--- src/dcc_pkg.sv ---
// Register map, field positions and reset values of the comparator control block
package dcc_pkg;
	localparam int          AXI_AW          = 4;
	// Byte addresses of the registers
	localparam logic [3:0]  ADDR_CTRL1      = 4'h0;
	localparam logic [3:0]  ADDR_CTRL2      = 4'h4;
	localparam logic [3:0]  ADDR_SHARED     = 4'h8;
	localparam logic [3:0]  ADDR_IRQ_STAT   = 4'hC;
	// Interrupt status/mask/priority share one layout; priority sits at bits 11:10
	localparam int          IRQ_PRIO_LSB    = 2;
	// Comparator control fields
	localparam int          BIT_ENABLE      = 7;
	localparam int          BIT_RESULT      = 6;
	localparam int          BIT_PIN_OE      = 5;
	localparam int          BIT_INVERT      = 4;
	localparam int          BIT_SPEED       = 3;
	localparam int          BIT_REF_SEL     = 2;
	localparam int          BIT_CH_HI       = 1;
	// Shared register fields
	localparam int          BIT_MIRROR1     = 7;
	localparam int          BIT_MIRROR2     = 6;
	localparam int          BIT_RSEL1       = 5;
	localparam int          BIT_HYS1        = 3;
	localparam int          BIT_SYNC1       = 1;
	// Writable masks, reset values and AXI response codes
	localparam logic [7:0]  CTRL_WMASK      = 8'hBF;
	localparam logic [7:0]  CTRL_RESET      = 8'h08;
	localparam logic [7:0]  SHARED_WMASK    = 8'h3F;
	localparam logic [7:0]  SHARED_RESET    = 8'h00;
	localparam logic [1:0]  RESP_OKAY       = 2'h0;
	localparam logic [1:0]  RESP_SLVERR     = 2'h2;
endpackage
--- src/dcc_comparator_control.sv ---
// Dual comparator control logic with AXI4-Lite register access
//
// Implementation choices: the address map and the AXI4-Lite slave port.
`timescale 1ns/1ns
module dcc_comparator_control
	import dcc_pkg::*;
(
	input  wire logic                  sys_clk,
	input  wire logic                  srst,
	input  wire logic [AXI_AW-1:0]     s_axi_awaddr,
	input  wire logic                  s_axi_awvalid,
	output logic                       s_axi_awready,
	input  wire logic [31:0]           s_axi_wdata,
	input  wire logic [3:0]            s_axi_wstrb,
	input  wire logic                  s_axi_wvalid,
	output logic                       s_axi_wready,
	output logic [1:0]                 s_axi_bresp,
	output logic                       s_axi_bvalid,
	input  wire logic                  s_axi_bready,
	input  wire logic [AXI_AW-1:0]     s_axi_araddr,
	input  wire logic                  s_axi_arvalid,
	output logic                       s_axi_arready,
	output logic [31:0]                s_axi_rdata,
	output logic [1:0]                 s_axi_rresp,
	output logic                       s_axi_rvalid,
	input  wire logic                  s_axi_rready,
	input  wire logic [1:0]            compRaw,
	input  wire logic                  timer1Tick,
	input  wire logic [1:0]            pinDirection,
	input  wire logic [1:0]            portLatch,
	output logic [1:0]                 compEnable,
	output logic [3:0]                 invertingInputSelect,
	output logic [1:0]                 referenceSelect,
	output logic [1:0]                 speedSelect,
	output logic [1:0]                 hysteresisEnable,
	output logic [1:0]                 referenceSourceSelect,
	output logic [1:0]                 pinOut,
	output logic [1:0]                 pinOutputEnable,
	output logic                       irq
);
	import dcc_pkg::*;

	logic [7:0]  ctrl_q [2];
	logic [7:0]  shared_q;
	logic [1:0]  rawSync1_q;
	logic [1:0]  rawSync2_q;
	logic [1:0]  tmrSample_q;
	logic [1:0]  result_q;
	logic [1:0]  resultPrev_q;
	logic [1:0]  irqFlag_q;
	logic [1:0]  irqEnable_q;
	logic [1:0]  irqPriority_q;
	logic [1:0]  resultD;
	logic [1:0]  irqSet;
	logic [1:0]  irqClr;
	logic        awHeld_q;
	logic        wHeld_q;
	logic [3:0]  awAddr_q;
	logic [31:0] wData_q;
	logic [3:0]  wStrb_q;
	logic        doWrite;
	logic [7:0]  wByte;
	logic [7:0]  rdByte;
	logic        rdHit;

	function automatic logic [7:0] fnCtrlRead(input logic [7:0] c, input logic r);
		logic [7:0] v;
		v = c & CTRL_WMASK;
		v[BIT_RESULT] = r;
		return v;
	endfunction

	function automatic logic fnHit(input logic [3:0] a);
		return (a == ADDR_CTRL1) || (a == ADDR_CTRL2) || (a == ADDR_SHARED)
			|| (a == ADDR_IRQ_STAT);
	endfunction

	// AXI write path: address and data taken in any order
	assign doWrite = awHeld_q && wHeld_q && !s_axi_bvalid;
	assign wByte   = wStrb_q[0] ? wData_q[7:0] : 8'h00;

	always_ff @(posedge sys_clk)
	begin
		if (srst)
		begin
			awHeld_q      <= 1'b0;
			wHeld_q       <= 1'b0;
			awAddr_q      <= 4'h0;
			wData_q       <= 32'h0000_0000;
			wStrb_q       <= 4'h0;
			s_axi_awready <= 1'b0;
			s_axi_wready  <= 1'b0;
			s_axi_bvalid  <= 1'b0;
			s_axi_bresp   <= RESP_OKAY;
		end
		else
		begin
			s_axi_awready <= !awHeld_q && !s_axi_awready && s_axi_awvalid;
			s_axi_wready  <= !wHeld_q && !s_axi_wready && s_axi_wvalid;
			if (s_axi_awvalid && s_axi_awready)
			begin
				awHeld_q <= 1'b1;
				awAddr_q <= s_axi_awaddr;
			end
			if (s_axi_wvalid && s_axi_wready)
			begin
				wHeld_q <= 1'b1;
				wData_q <= s_axi_wdata;
				wStrb_q <= s_axi_wstrb;
			end
			if (doWrite)
			begin
				s_axi_bvalid <= 1'b1;
				s_axi_bresp  <= fnHit(awAddr_q) ? RESP_OKAY : RESP_SLVERR;
				awHeld_q     <= 1'b0;
				wHeld_q      <= 1'b0;
			end
			else if (s_axi_bvalid && s_axi_bready)
				s_axi_bvalid <= 1'b0;
		end
	end

	always_ff @(posedge sys_clk)
	begin
		if (srst)
		begin
			ctrl_q[0] <= CTRL_RESET;
			ctrl_q[1] <= CTRL_RESET;
			shared_q  <= SHARED_RESET;
		end
		else if (doWrite && wStrb_q[0])
		begin
			if (awAddr_q == ADDR_CTRL1)
				ctrl_q[0] <= wByte & CTRL_WMASK;
			if (awAddr_q == ADDR_CTRL2)
				ctrl_q[1] <= wByte & CTRL_WMASK;
			if (awAddr_q == ADDR_SHARED)
				shared_q <= wByte & SHARED_WMASK;
		end
	end

	// Pin-side raw results pass two flops first
	always_ff @(posedge sys_clk)
	begin
		if (srst)
		begin
			rawSync1_q <= 2'b00;
			rawSync2_q <= 2'b00;
		end
		else
		begin
			rawSync1_q <= compRaw;
			rawSync2_q <= rawSync1_q;
		end
	end

	always_ff @(posedge sys_clk)
	begin
		if (srst)
			tmrSample_q <= 2'b00;
		else if (timer1Tick)
			tmrSample_q <= rawSync2_q;
	end

	genvar gi;
	generate
		for (gi = 0; gi < 2; gi++)
		begin : gComp
			logic src;
			assign src = shared_q[BIT_SYNC1 - gi] ? tmrSample_q[gi] : rawSync2_q[gi];
			assign resultD[gi] = ctrl_q[gi][BIT_ENABLE] & (src ^ ctrl_q[gi][BIT_INVERT]);
			assign irqSet[gi] = result_q[gi] != resultPrev_q[gi];
			assign irqClr[gi] = doWrite && wStrb_q[0] && (awAddr_q == ADDR_IRQ_STAT)
				&& wData_q[gi];
		end
	endgenerate

	always_ff @(posedge sys_clk)
	begin
		if (srst)
		begin
			result_q     <= 2'b00;
			resultPrev_q <= 2'b00;
		end
		else
		begin
			result_q     <= resultD;
			resultPrev_q <= result_q;
		end
	end

	always_ff @(posedge sys_clk)
	begin
		if (srst)
			irqFlag_q <= 2'b00;
		else
			irqFlag_q <= (irqFlag_q & ~irqClr) | irqSet;
	end

	always_ff @(posedge sys_clk)
	begin
		if (srst)
		begin
			irqEnable_q   <= 2'b00;
			irqPriority_q <= 2'b00;
		end
		else if (doWrite && wStrb_q[1] && (awAddr_q == ADDR_IRQ_STAT))
		begin
			irqEnable_q   <= wData_q[9:8];
			irqPriority_q <= wData_q[9+IRQ_PRIO_LSB:8+IRQ_PRIO_LSB];
		end
	end

	always_ff @(posedge sys_clk)
	begin
		if (srst)
			irq <= 1'b0;
		else
			irq <= |((irqFlag_q & ~irqClr | irqSet) & irqEnable_q);
	end

	// Analog steering and pin drive
	always_ff @(posedge sys_clk)
	begin
		if (srst)
		begin
			compEnable            <= 2'b00;
			invertingInputSelect  <= 4'h0;
			referenceSelect       <= 2'b00;
			speedSelect           <= 2'b11;
			hysteresisEnable      <= 2'b00;
			referenceSourceSelect <= 2'b00;
			pinOut                <= 2'b00;
			pinOutputEnable       <= 2'b00;
		end
		else
		begin
			for (int i = 0; i < 2; i++)
			begin
				compEnable[i]                 <= ctrl_q[i][BIT_ENABLE];
				invertingInputSelect[2*i +: 2] <= ctrl_q[i][BIT_CH_HI:0];
				referenceSelect[i]            <= ctrl_q[i][BIT_REF_SEL];
				speedSelect[i]                <= ctrl_q[i][BIT_SPEED];
				hysteresisEnable[i]           <= shared_q[BIT_HYS1 - i];
				referenceSourceSelect[i]      <= shared_q[BIT_RSEL1 - i];
				pinOut[i] <= ctrl_q[i][BIT_PIN_OE]
					? (ctrl_q[i][BIT_ENABLE] & resultD[i]) : portLatch[i];
				// Pin driven only when direction is output
				pinOutputEnable[i] <= !pinDirection[i];
			end
		end
	end

	// Read decode
	// Result in control and shared registers
	always_comb
	begin
		rdHit  = fnHit(s_axi_araddr);
		rdByte = 8'h00;
		unique case (s_axi_araddr)
			ADDR_CTRL1:    rdByte = fnCtrlRead(ctrl_q[0], result_q[0]);
			ADDR_CTRL2:    rdByte = fnCtrlRead(ctrl_q[1], result_q[1]);
			ADDR_SHARED:   rdByte = {result_q[0], result_q[1], shared_q[5:0]};
			ADDR_IRQ_STAT: rdByte = {6'h00, irqFlag_q};
			default:       rdByte = 8'h00;
		endcase
	end

	always_ff @(posedge sys_clk)
	begin
		if (srst)
		begin
			s_axi_arready <= 1'b0;
			s_axi_rvalid  <= 1'b0;
			s_axi_rdata   <= 32'h0000_0000;
			s_axi_rresp   <= RESP_OKAY;
		end
		else
		begin
			s_axi_arready <= !s_axi_arready && !s_axi_rvalid && s_axi_arvalid;
			if (s_axi_arvalid && s_axi_arready)
			begin
				s_axi_rvalid <= 1'b1;
				s_axi_rresp  <= rdHit ? RESP_OKAY : RESP_SLVERR;
				s_axi_rdata  <= (s_axi_araddr == ADDR_IRQ_STAT)
					? {20'h00000, irqPriority_q, irqEnable_q, rdByte}
					: {24'h000000, rdByte};
			end
			else if (s_axi_rvalid && s_axi_rready)
				s_axi_rvalid <= 1'b0;
		end
	end
endmodule

--- config.mk ---
export PLATFORM = sky130hd
export DESIGN_NAME = dcc_comparator_control
export DESIGN_NICKNAME = d
export VERILOG_FILES = /design/src/dcc_pkg.sv /design/src/dcc_comparator_control.sv
export SDC_FILE = /design/constraint.sdc
export NUM_CORES = 1
export LEC_CHECK = 0
export ABC_AREA = 1
export BUFFER_PORTS_ARGS = -buffer_cell sky130_fd_sc_hd__buf_4
export CORE_AREA = 2 2 92 94
export DETAILED_ROUTE_END_ITERATION = 10
export DIE_AREA = 0 0 94 96
export MAX_ROUTING_LAYER = met4
export PLACE_DENSITY = 0.77
export SLEW_MARGIN = 20
export SYNTH_ARGS = -nofsm -noshare
export SYNTH_HDL_FRONTEND = slang
export SYNTH_SLANG_ARGS = --single-unit
--- constraint.sdc ---
create_clock -name sys_clk -period 1.34 [get_ports sys_clk]
set_input_delay 0.201 -clock sys_clk [delete_from_list [all_inputs] [get_ports sys_clk]]
set_output_delay 0.201 -clock sys_clk [all_outputs]
set_load 0.01 [all_outputs]
==> results of run 1 <==
[registers in the layout, indices dropped and copies added, names as in the netlist, 2 cells and up]
register               flops
rawSync2_q                 2
ctrl_q                    14
irqFlag_q                  2
shared_q                   6
invertingInputSelect       4
wData_q                   11
pinOutputEnable            2
s_axi_rdata               12
irqEnable_q                2
resultPrev_q               2
tmrSample_q                2
rawSync1_q                 2
awAddr_q                   4
irqPriority_q              2
result_q                   2
hysteresisEnable           2
referenceSelect            2
speedSelect                2
referenceSourceSelect      2
compEnable                 2
pinOut                     2
wStrb_q                    2
[layer usage]
metal,share of wire (%),up-vias,routed length (µm),global-route usage [%]
li1,-,1489,-,-
met1,45,1267,3320,21.3
met2,49,69,3670,29.6
met3,4.8,7,359,4.78
met4,0.92,0,68,4.35
met5,0,-,0,-
[what timing repair did]
action / in CTS / in global routing
hold buffers: 2 / 0
gates resized for setup: 3 / 8
buffers inserted: 0 / 1
hold endpoints to repair: 2 / 0
setup endpoints to repair: 15 / 15
pin swaps: 1 / 2
[worst reg2reg max path: cells and delay by family (launching register included)]
family,cells,cell delay [ns]
buffers and inverters,1,0.08
flip-flops,1,0.32
AND/OR/NAND/NOR,4,0.55
[how the worst max path moves through the flow]
stage,from,end,slack (ns),depth (start not counted)
3_3_place_gp,s_axi_bvalid$_SDFFE_PP0P_,ctrl_q[0][7]$_DFFE_PP_,0.02,5
6_report,s_axi_bvalid$_SDFFE_PP0P_,ctrl_q[0][13]$_DFFE_PP_,0.08,5
2_1_floorplan,s_axi_bvalid$_SDFFE_PP0P_,ctrl_q[0][10]$_DFFE_PP_,0.001,5
3_5_place_dp,s_axi_bvalid$_SDFFE_PP0P_,ctrl_q[0][7]$_DFFE_PP_,-0.03,5
4_1_cts,s_axi_bvalid$_SDFFE_PP0P_,shared_q[1]$_SDFFE_PP0P_,0.03,7
5_1_grt,awAddr_q[3]$_SDFFE_PP0P_,shared_q[0]$_SDFFE_PP0P_,0.0009,6
[power groups by stage]
| stage | Clock, W | Combinational [W] | Sequential (W) |
|---|---|---|---|
| after global routing | 0.00196 | 0.000487 | 0.00297 |
| after CTS | 0.00184 | 0.000433 | 0.00296 |
| after detailed placement | 0 | 0.000425 | 0.00302 |
| final | 0.00179 | 0.000432 | 0.00296 |
| after floorplan | 0 | 0.000265 | 0.00303 |
| after global placement | 0 | 0.000415 | 0.00302 |
[cell usage after synthesis, drive strengths merged]
library cell / instances / area share (%)
buf: 34 / 6.5
clkbuf: 3 / 0.32
o21ai: 44 / 6.2
xnor2: 2 / 0.49
nand2: 52 / 5.7
conb: 1 / 0.11
or2: 3 / 0.53
nor3: 10 / 1.5
o31ai: 1 / 0.35
dfxtp: 79 / 44
inv: 38 / 4.0
nand4: 6 / 1.2
nor2: 72 / 8.0
a21oi: 34 / 4.8
clkinv: 2 / 0.21
nand3: 25 / 3.5
edfxtp: 14 / 12
nor4: 1 / 0.18
[final cells by class]
class,instances,area [µm²]
multi-input cells,272,1270
repair buffers,88,666
clock inverters,3,16.3
inverters,40,150
well taps,105,131
flip-flops and latches,93,2000
clock buffers,12,176
fillers,776,3640
[per-stage QoR]
| step | TNS (ns) | instance area, µm² | cells | hold slack (ns) |
|---|---|---|---|---|
| 2_1_floorplan | 0 | 3640 | 442 | 0.268 |
| 3_3_place_gp | 0 | 4160 | 595 | 0.352 |
| 3_5_place_dp | -0.214 | 4160 | 595 | 0.358 |
| 4_1_cts | 0 | 4380 | 612 | 0.0393 |
| 5_1_grt | 0 | 4420 | 613 | 0.0385 |
| 6_report | 0 | 4420 | 613 | 0.0503 |
[kinds of logic after synthesis]
logic type                Yosys count  share of synthesized area [%]
buffers and inverters              77                           11.1
AOI/OAI and AO/OA                  79                           11.3
other                               1                          0.105
xor gates and xnor gates            2                          0.493
and+or+nand+nor                   169                           20.7
DFF                                93                           56.3
==> results_tabular.tex, run 1 <==
\begin{tabular}{lr}
\hline
Metric & Value \\
\hline
\multicolumn{2}{l}{\textbf{Worst setup path}} \\
\quad CP bufs+invs & 1 \\
\quad Maximum fanout encountered on the critical timing path & 7 \\
\quad Delay of the slowest critical-path stage & 0.32 ns \\
\quad Start-to-end type of the worst setup path & reg2reg \\
\quad Cells on worst reg2reg path & 5 \\
\quad Reg2reg start & s\_axi\_bvalid\$\_SDFFE\_PP0P\_ \\
\quad Element type at the critical path start & flop \\
\quad List of cells traversed by the critical path & inv\_1 > nand3\_2 > nor2\_4 > nand4\_1 > nand2\_2 \\
\quad Delay-heaviest family, CP & simple AND/OR/NAND/NOR gates \\
\quad Critical Path End Type & flop \\
\quad Critical Path AT & 1.31 ns \\
\quad Highest-delay cell along the critical path & sky130\_fd\_sc\_hd\_\_dfxtp\_1 \\
\quad Worst path required time & 1.39 ns \\
\quad Capture instance of the worst register-to-register path & ctrl\_q[0][13]\$\_DFFE\_PP\_ \\
\quad FF-to-FF setup slack & 0.08 ns \\
\multicolumn{2}{l}{\textbf{Synthesis}} \\
\quad Distinct cell type count of the synthesized netlist & 29 \\
\quad Post-synth design cell area & 0.00356 mm² \\
\quad Syn\_area\_per\_cell & 8.45 µm² \\
\quad Mapped Cells & 421 \\
\quad Seq cells post-synth & 93 \\
\quad Sequential fraction of the synthesis area & 56.3\% \\
\quad Count of warnings emitted by yosys & 0 \\
\multicolumn{2}{l}{\textbf{Global routing}} \\
\quad Pin count of the biggest net entering global routing & 31 \\
\quad Number of antenna violations at the first check in global routing & 0 \\
\quad Number of global-route vias before repair & 2611 \\
\quad Residual overflow from global routing & 0 \\
\quad Global-route wire length before repair & 11.9 mm \\
\quad GR Util All Layers & 17.7\% \\
\multicolumn{2}{l}{\textbf{Die}} \\
\quad Floorplan Core Area & 0.00805 mm² \\
\quad Number of primary I/O pins & 118 \\
\quad Floorplan die height & 96 µm \\
\quad Cell row count & 33 \\
\quad Die Footprint & 0.00902 mm² \\
\quad Die X-Extent & 94 µm \\
\quad Effective utilization at floorplan & 44.2\% \\
\multicolumn{2}{l}{\textbf{CTS}} \\
\quad Clock root buffer & sky130\_fd\_sc\_hd\_\_clkbuf\_8 \\
\quad Clock edge transition at the registers on the reported setup and hold paths & 0.08 ns \\
\quad H-tree levels & 3 \\
\quad Later-pin clock latency in the skew report & 0.35 ns \\
\quad TritonCTS buffer count & 9 \\
\quad Clock sinks & 93 \\
\quad Longest Clk Path Bufs & 2 \\
\quad Clock tree from TritonCTS & built \\
\multicolumn{2}{l}{\textbf{Drt}} \\
\quad Number of nets still failing antenna checks after routing & 0 \\
\quad Residual DRC count & 0 \\
\quad Total Wirelength & 7.42 mm \\
\quad Via count & 2832 \\
\quad Per-cell routed wire length & 12.1 µm \\
\quad Iter 0 DRT Violations & 106 \\
\quad Number of iterations in the first detailed-routing pass & 4 \\
\quad Average via count per standard cell & 4.62 \\
\multicolumn{2}{l}{\textbf{Pwr}} \\
\quad Switching power total & 0.00121 W \\
\quad Cell-internal power & 0.00397 W \\
\quad Combinational share of power & 8.3\% \\
\quad Overall power of the completed layout & 0.00518 W \\
\quad Leakage & 1.89 nW \\
\quad Share of total power in sequential cells & 57.1\% \\
\quad Relative contribution of the clock network to total power & 34.6\% \\
\quad VDD IR-drop max & 589 µV \\
\quad Net Sw Frac & 23.4\% \\
\quad Power per cell area & 1170 mW/mm² \\
\multicolumn{2}{l}{\textbf{Finish}} \\
\quad Most frequent cells in the layout & sky130\_fd\_sc\_hd\_\_buf\_4, sky130\_fd\_sc\_hd\_\_dfxtp\_1, sky130\_fd\_sc\_hd\_\_nor2\_1 \\
\quad Share of cells above drive strength 1 & 24.2\% \\
\quad End-of-flow core utilization & 54.8\% \\
\quad Final nets & 562 \\
\quad Layout Area Growth over Synthesis & 24.1\% \\
\quad Number of antenna diodes & 0 \\
\quad Most common library cell in the layout ignoring fill and taps & sky130\_fd\_sc\_hd\_\_buf\_4 \\
\multicolumn{2}{l}{\textbf{Place}} \\
\quad Worst slack at placement & -0.0307 ns \\
\quad Port-buffer cells & 72 \\
\quad Gpl congestion & 0.918 \\
\quad Hpwl dp & 5.69 mm \\
\multicolumn{2}{l}{\textbf{Min path}} \\
\quad Min-delay src & timer1Tick \\
\quad Terminating pin of the worst hold path & tmrSample\_q[0]\$\_SDFFE\_PP0P\_ \\
\quad Worst hold path cell count & 2 \\
\quad Worst hold path class & in2reg \\
\multicolumn{2}{l}{\textbf{STA}} \\
\quad Final hold vios & 0 \\
\quad RSZ-0062 raised after global routing & true \\
\quad Max Clock Skew & 0.0129 ns \\
\quad Final critical-path required period & 1.26 ns \\
\quad Highest clock rate & 796 MHz \\
\quad Setup violations, final & 0 \\
\quad Period utilization & 93.8\% \\
\quad Total count of max-transition violations in the final report & 0 \\
\quad Least setup slack across all paths after layout & 0.0833 ns \\
\multicolumn{2}{l}{\textbf{Run status}} \\
\quad Run status & finished clean \\
\multicolumn{2}{l}{\textbf{Run}} \\
\quad Number of max-cap violations & 0 \\
\hline
\end{tabular}
(Power assumes the default switching activity.)
==> run 2: changes to the inputs <==
- CORE_AREA: 2 2 92 94 -> 2 2 98 100
- DIE_AREA: 0 0 94 96 -> 0 0 100 102
- PLACE_DENSITY: 0.77 -> 0.7
==> results_tabular.tex, run 2 (synthesis gave the netlist of run 1 again) <==
\begin{tabular}{lr}
\hline
Metric & Value \\
\hline
\multicolumn{2}{l}{\textbf{Run status}} \\
\quad Run status & finished clean \\
\multicolumn{2}{l}{\textbf{Global routing}} \\
\quad Pin count of the biggest net entering global routing & 44 \\
\quad Number of global-route vias before repair & 2686 \\
\quad Number of antenna violations at the first check in global routing & 0 \\
\quad GR Util All Layers & 15.8\% \\
\quad Residual overflow from global routing & 0 \\
\quad Global-route wire length before repair & 12.4 mm \\
\multicolumn{2}{l}{\textbf{Min path}} \\
\quad Worst hold path cell count & 3 \\
\quad Worst hold path class & in2reg \\
\quad Min-delay src & compRaw[0] \\
\quad Terminating pin of the worst hold path & rawSync1\_q[0]\$\_SDFF\_PP0\_ \\
\multicolumn{2}{l}{\textbf{Finish}} \\
\quad Largest registers & ctrl\_q x14, s\_axi\_rdata x12, wData\_q x11 \\
\quad Share of cells above drive strength 1 & 24.6\% \\
\quad Max reg flops & 14 \\
\quad Number of antenna diodes & 0 \\
\quad Most common library cell in the layout ignoring fill and taps & sky130\_fd\_sc\_hd\_\_buf\_4 \\
\quad Largest register by flop count & ctrl\_q \\
\quad Filler-free cell count of the finished design & 619 \\
\quad Most frequent cells in the layout & sky130\_fd\_sc\_hd\_\_buf\_4, sky130\_fd\_sc\_hd\_\_dfxtp\_1, sky130\_fd\_sc\_hd\_\_nor2\_1 \\
\quad Layout Area Growth over Synthesis & 24.5\% \\
\quad Final nets & 561 \\
\multicolumn{2}{l}{\textbf{Place}} \\
\quad Gpl congestion & 0.905 \\
\quad Port-buffer cells & 72 \\
\quad Hpwl dp & 5.67 mm \\
\quad Number of placed cells counting well taps & 599 \\
\multicolumn{2}{l}{\textbf{Die}} \\
\quad Die X-Extent & 100 µm \\
\quad Floorplan Core Area & 0.00911 mm² \\
\quad Die Footprint & 0.0102 mm² \\
\quad Floorplan die height & 102 µm \\
\quad Effective utilization at floorplan & 39.1\% \\
\quad Number of primary I/O pins & 118 \\
\quad Cell row count & 35 \\
\multicolumn{2}{l}{\textbf{Drt}} \\
\quad Per-cell routed wire length & 12.2 µm \\
\quad Residual DRC count & 0 \\
\quad Iter 0 DRT Violations & 98 \\
\quad Number of nets still failing antenna checks after routing & 0 \\
\quad Number of iterations in the first detailed-routing pass & 4 \\
\quad Detailed-routed wire length on met3 & 398 µm \\
\quad Routed length on met1 & 3.55 mm \\
\quad Total Wirelength & 7.57 mm \\
\quad Via count & 2885 \\
\quad Average via count per standard cell & 4.66 \\
\quad Routed met2 length & 3.46 mm \\
\quad Max Used Layer & met4 \\
\multicolumn{2}{l}{\textbf{CTS}} \\
\quad Clock tree from TritonCTS & built \\
\quad Longest Clk Path Bufs & 2 \\
\quad Clock edge transition at the registers on the reported setup and hold paths & 0.09 ns \\
\quad TritonCTS buffer count & 9 \\
\quad Clock root buffer & sky130\_fd\_sc\_hd\_\_clkbuf\_8 \\
\quad Later-pin clock latency in the skew report & 0.35 ns \\
\quad H-tree levels & 3 \\
\quad Clock sinks & 93 \\
\multicolumn{2}{l}{\textbf{Pwr}} \\
\quad Power per cell area & 1170 mW/mm² \\
\quad Overall power of the completed layout & 0.00516 W \\
\quad VDD IR-drop max & 412 µV \\
\quad Leakage & 1.86 nW \\
\multicolumn{2}{l}{\textbf{Worst setup path}} \\
\quad Worst path required time & 1.58 ns \\
\quad Critical Path AT & 1.49 ns \\
\quad Capture instance of the worst register-to-register path & shared\_q[0]\$\_SDFFE\_PP0P\_ \\
\quad Reg2reg start & wHeld\_q\$\_SDFFE\_PP0P\_ \\
\quad Element type at the critical path start & flop \\
\quad FF-to-FF setup slack & 0.09 ns \\
\quad Start-to-end type of the worst setup path & reg2reg \\
\quad Maximum fanout encountered on the critical timing path & 12 \\
\quad Cells on worst reg2reg path & 6 \\
\quad Critical Path End Type & flop \\
\multicolumn{2}{l}{\textbf{STA}} \\
\quad Final critical-path required period & 1.25 ns \\
\quad Period utilization & 93.3\% \\
\quad Max Clock Skew & 0.0119 ns \\
\quad Final hold vios & 0 \\
\quad Total count of max-transition violations in the final report & 0 \\
\quad Setup\_tns & 0 ns \\
\quad Setup violations, final & 0 \\
\quad Final hold slack & 0.0456 ns \\
\quad Highest clock rate & 800 MHz \\
\multicolumn{2}{l}{\textbf{Run}} \\
\quad Number of max-cap violations & 0 \\
\hline
\end{tabular}
-- run 2: changes by cell type in the layout (fill, tap and decap cells not counted), moves of 2 or more --
cell / before / now
sky130_fd_sc_hd__o21ai_1: 13 / 11
sky130_fd_sc_hd__clkbuf_1: 0 / 2
sky130_fd_sc_hd__o21ai_0: 31 / 33
sky130_fd_sc_hd__inv_1: 35 / 33
sky130_fd_sc_hd__dfxtp_1: 79 / 76
sky130_fd_sc_hd__buf_4: 86 / 84
sky130_fd_sc_hd__dfxtp_2: 0 / 3
-- run 2: metal layers --
| layer | track usage [%] | vias up |
|---|---|---|
| met3 | 3.35 | 21 |
| li1 | - | 1486 |
| met2 | 24.6 | 106 |
| met1 | 19.9 | 1272 |
| met4 | 6.95 | 0 |
| met5 | - | - |
-- run 2: metrics by stage --
step / utilization, % / area (µm²) / setup WS [ns]
global placement: 45.7 / 4170 / -0.0104
floorplan: - / 3640 / 0.00132
finish: 48.6 / 4430 / 0.0898
detailed placement: 45.7 / 4170 / -0.0726
CTS: 48.1 / 4390 / 0.0123
global route: 48.6 / 4430 / -0.0311
-- run 2: repair_timing --
action,4_1_cts,5_1_grt
endpoints found under the setup margin,16,29
hold buffers,2,0
endpoints found under the hold margin,2,0
buffers inserted,0,2
pin swaps,1,4
gates resized for setup,3,9
-- run 2: area by class of cell --
cell class | instances | area (µm²)
Fill cell | 887 | 4680
Sequential cell | 93 | 2010
Multi-Input combinational cell | 272 | 1270
Timing Repair Buffer | 87 | 671
Clock buffer | 13 | 170
Inverter | 40 | 154
Tap cell | 111 | 139
Clock inverter | 3 | 18.8
-- run 2: worst max path at each step --
| stage | start | to | slack [ns] | depth (start not counted) |
|---|---|---|---|---|
| 6_report | wHeld_q$_SDFFE_PP0P_ | shared_q[0]$_SDFFE_PP0P_ | 0.09 | 6 |
| 5_1_grt | awAddr_q[1]$_SDFFE_PP0P_ | irqPriority_q[0]$_SDFFE_PP0P_ | -0.03 | 6 |
| 4_1_cts | awAddr_q[2]$_SDFFE_PP0P_ | irqEnable_q[0]$_SDFFE_PP0P_ | 0.01 | 5 |
| 3_5_place_dp | s_axi_bvalid$_SDFFE_PP0P_ | ctrl_q[0][9]$_DFFE_PP_ | -0.07 | 5 |
| 3_3_place_gp | s_axi_bvalid$_SDFFE_PP0P_ | ctrl_q[0][13]$_DFFE_PP_ | -0.01 | 5 |
| 2_1_floorplan | s_axi_bvalid$_SDFFE_PP0P_ | ctrl_q[0][10]$_DFFE_PP_ | 0.001 | 5 |
-- run 2: report_power, final --
part | internal [W] | switching, W | total, W
combinational | 0.000186 | 0.000249 | 0.000435
clock | 0.000838 | 0.000931 | 0.00177
sequential | 0.00291 | 0.0000479 | 0.00296
-- run 2: worst max-delay path, cell delays in order (launching register included) --
cell and delay [ns]:
sky130_fd_sc_hd__dfxtp_1 0.39, sky130_fd_sc_hd__nand3_4 0.11, sky130_fd_sc_hd__nor2_4 0.14, sky130_fd_sc_hd__buf_4 0.13
sky130_fd_sc_hd__nand2_2 0.14, sky130_fd_sc_hd__a21oi_1 0.18, sky130_fd_sc_hd__nor2_1 0.05
==> run 3: changes to the inputs <==
- RECOVER_POWER: default -> 25
==> results_tabular.tex, run 3 (synthesis gave the netlist of run 1 again) <==
\begin{tabular}{lr}
\hline
Metric & Value \\
\hline
\multicolumn{2}{l}{\textbf{CTS}} \\
\quad Clock sinks & 93 \\
\quad Clock tree from TritonCTS & built \\
\quad Clock edge transition at the registers on the reported setup and hold paths & 0.09 ns \\
\quad Later-pin clock latency in the skew report & 0.35 ns \\
\quad Longest Clk Path Bufs & 2 \\
\quad TritonCTS buffer count & 9 \\
\quad H-tree levels & 3 \\
\quad Clock root buffer & sky130\_fd\_sc\_hd\_\_clkbuf\_8 \\
\multicolumn{2}{l}{\textbf{Die}} \\
\quad Die X-Extent & 100 µm \\
\quad Number of primary I/O pins & 118 \\
\quad Die Footprint & 0.0102 mm² \\
\quad Floorplan die height & 102 µm \\
\quad Effective utilization at floorplan & 39.1\% \\
\quad Cell row count & 35 \\
\quad Floorplan Core Area & 0.00911 mm² \\
\multicolumn{2}{l}{\textbf{STA}} \\
\quad Final hold vios & 0 \\
\quad Max Clock Skew & 0.0119 ns \\
\quad Highest clock rate & 799 MHz \\
\quad Setup violations, final & 0 \\
\quad Final critical-path required period & 1.25 ns \\
\quad Total count of max-transition violations in the final report & 0 \\
\quad Period utilization & 93.4\% \\
\quad Final hold slack & 0.0463 ns \\
\multicolumn{2}{l}{\textbf{Finish}} \\
\quad Final nets & 561 \\
\quad Layout Area Growth over Synthesis & 24.1\% \\
\quad Max reg flops & 14 \\
\quad Most frequent cells in the layout & sky130\_fd\_sc\_hd\_\_buf\_4, sky130\_fd\_sc\_hd\_\_dfxtp\_1, sky130\_fd\_sc\_hd\_\_nor2\_1 \\
\quad Share of cells above drive strength 1 & 23.8\% \\
\quad Largest register by flop count & ctrl\_q \\
\quad Most common library cell in the layout ignoring fill and taps & sky130\_fd\_sc\_hd\_\_buf\_4 \\
\quad End-of-flow core utilization & 48.5\% \\
\quad Number of antenna diodes & 0 \\
\quad Largest registers & ctrl\_q x14, s\_axi\_rdata x12, wData\_q x11 \\
\multicolumn{2}{l}{\textbf{Worst setup path}} \\
\quad Worst path required time & 1.58 ns \\
\quad Highest-delay cell along the critical path & sky130\_fd\_sc\_hd\_\_dfxtp\_1 \\
\quad Delay of the slowest critical-path stage & 0.39 ns \\
\quad List of cells traversed by the critical path & nand3\_4 > nor2\_4 > buf\_4 > nand2\_2 > a21oi\_1 > nor2\_1 \\
\quad Critical Path AT & 1.50 ns \\
\quad Start-to-end type of the worst setup path & reg2reg \\
\quad Element type at the critical path start & flop \\
\quad Maximum fanout encountered on the critical timing path & 12 \\
\quad Critical Path End Type & flop \\
\multicolumn{2}{l}{\textbf{Drt}} \\
\quad Iter 0 DRT Violations & 100 \\
\quad Average via count per standard cell & 4.66 \\
\quad Number of iterations in the first detailed-routing pass & 4 \\
\quad Residual DRC count & 0 \\
\quad Number of nets still failing antenna checks after routing & 0 \\
\quad Via count & 2884 \\
\quad Per-cell routed wire length & 12.2 µm \\
\quad Total Wirelength & 7.53 mm \\
\multicolumn{2}{l}{\textbf{Global routing}} \\
\quad Global-route wire length before repair & 12.4 mm \\
\quad Pin count of the biggest net entering global routing & 44 \\
\quad GR Util All Layers & 15.8\% \\
\quad Number of global-route vias before repair & 2686 \\
\quad Residual overflow from global routing & 0 \\
\quad Number of antenna violations at the first check in global routing & 0 \\
\multicolumn{2}{l}{\textbf{Run}} \\
\quad Number of max-cap violations & 0 \\
\multicolumn{2}{l}{\textbf{Run status}} \\
\quad Run status & finished clean \\
\multicolumn{2}{l}{\textbf{Pwr}} \\
\quad VDD IR-drop max & 413 µV \\
\quad Leakage & 1.85 nW \\
\quad Power per cell area & 1170 mW/mm² \\
\multicolumn{2}{l}{\textbf{Place}} \\
\quad Hpwl dp & 5.67 mm \\
\quad Port-buffer cells & 72 \\
\quad Gpl congestion & 0.905 \\
\multicolumn{2}{l}{\textbf{Min path}} \\
\quad Worst hold path class & in2reg \\
\hline
\end{tabular}
[run 3: cell count changes in the layout (fill, tap and decap cells not counted), sizes merged]
cell	change
clkbuf	+5
buf	-5
[run 3: final cells by class]
class | count | area (µm²)
Fill cell | 886 | 4690
Sequential cell | 93 | 2000
Multi-Input combinational cell | 272 | 1270
Timing Repair Buffer | 87 | 659
Clock buffer | 13 | 170
Inverter | 40 | 154
Tap cell | 111 | 139
Clock inverter | 3 | 18.8
[run 3: what timing repair did]
action | 4_1_cts | 5_1_grt
pin swaps | 1 | 4
buffers inserted | 0 | 2
setup endpoints to repair | 16 | 29
gates resized for setup | 3 | 9
hold buffers | 2 | 0
endpoints found under the hold margin | 2 | 0
[run 3: path summary, 6_finish.rpt]
check	endpoint	startpoint	slack, ns	depth (start not counted)
worst max-delay path	shared_q[0]$_SDFFE_PP0P_	wHeld_q$_SDFFE_PP0P_	0.09	6
worst min-delay path	rawSync1_q[0]$_SDFF_PP0_	compRaw[0]	0.05	3
worst max register to register	shared_q[0]$_SDFFE_PP0P_	wHeld_q$_SDFFE_PP0P_	0.09	6
worst min register to register	rawSync2_q[1]$_SDFF_PP0_	rawSync1_q[1]$_SDFF_PP0_	0.41	2
[run 3: power breakdown]
| group | internal, W | leakage [nW] | total [W] | switching (W) |
|---|---|---|---|---|
| clock network | 0.000838 | 0.0985 | 0.00177 | 0.000931 |
| logic | 0.000182 | 0.972 | 0.000430 | 0.000248 |
| registers | 0.00291 | 0.782 | 0.00296 | 0.0000478 |
[run 3: routing by layer]
layer / global-route usage, % / vias to the layer above / part of all wire [%]
li1: - / 1487 / -
met1: 19.9 / 1260 / 46
met2: 24.6 / 114 / 46
met3: 3.35 / 23 / 6.1
met4: 6.95 / 0 / 2.2
met5: - / - / 0
[run 3: critical path, delay by kind of cell (launching register included)]
kind | cells | cell delay [ns]
AND/OR/NAND/NOR | 4 | 0.44
flip-flops | 1 | 0.39
AO/OA/AOI/OAI | 1 | 0.18
buffers and inverters | 1 | 0.13
[run 3: metrics by stage]
stage	worst slack, ns	instance area [µm²]	power [W]	instances	TNS (ns)
2_1_floorplan	0.00132	3640	0.00329	442	0
3_3_place_gp	-0.0104	4170	0.00344	599	-0.0727
3_5_place_dp	-0.0726	4170	0.00345	599	-0.643
4_1_cts	0.0123	4390	0.00521	617	0
5_1_grt	-0.0311	4420	0.00539	619	-0.0311
6_report	0.0883	4420	0.00516	619	0
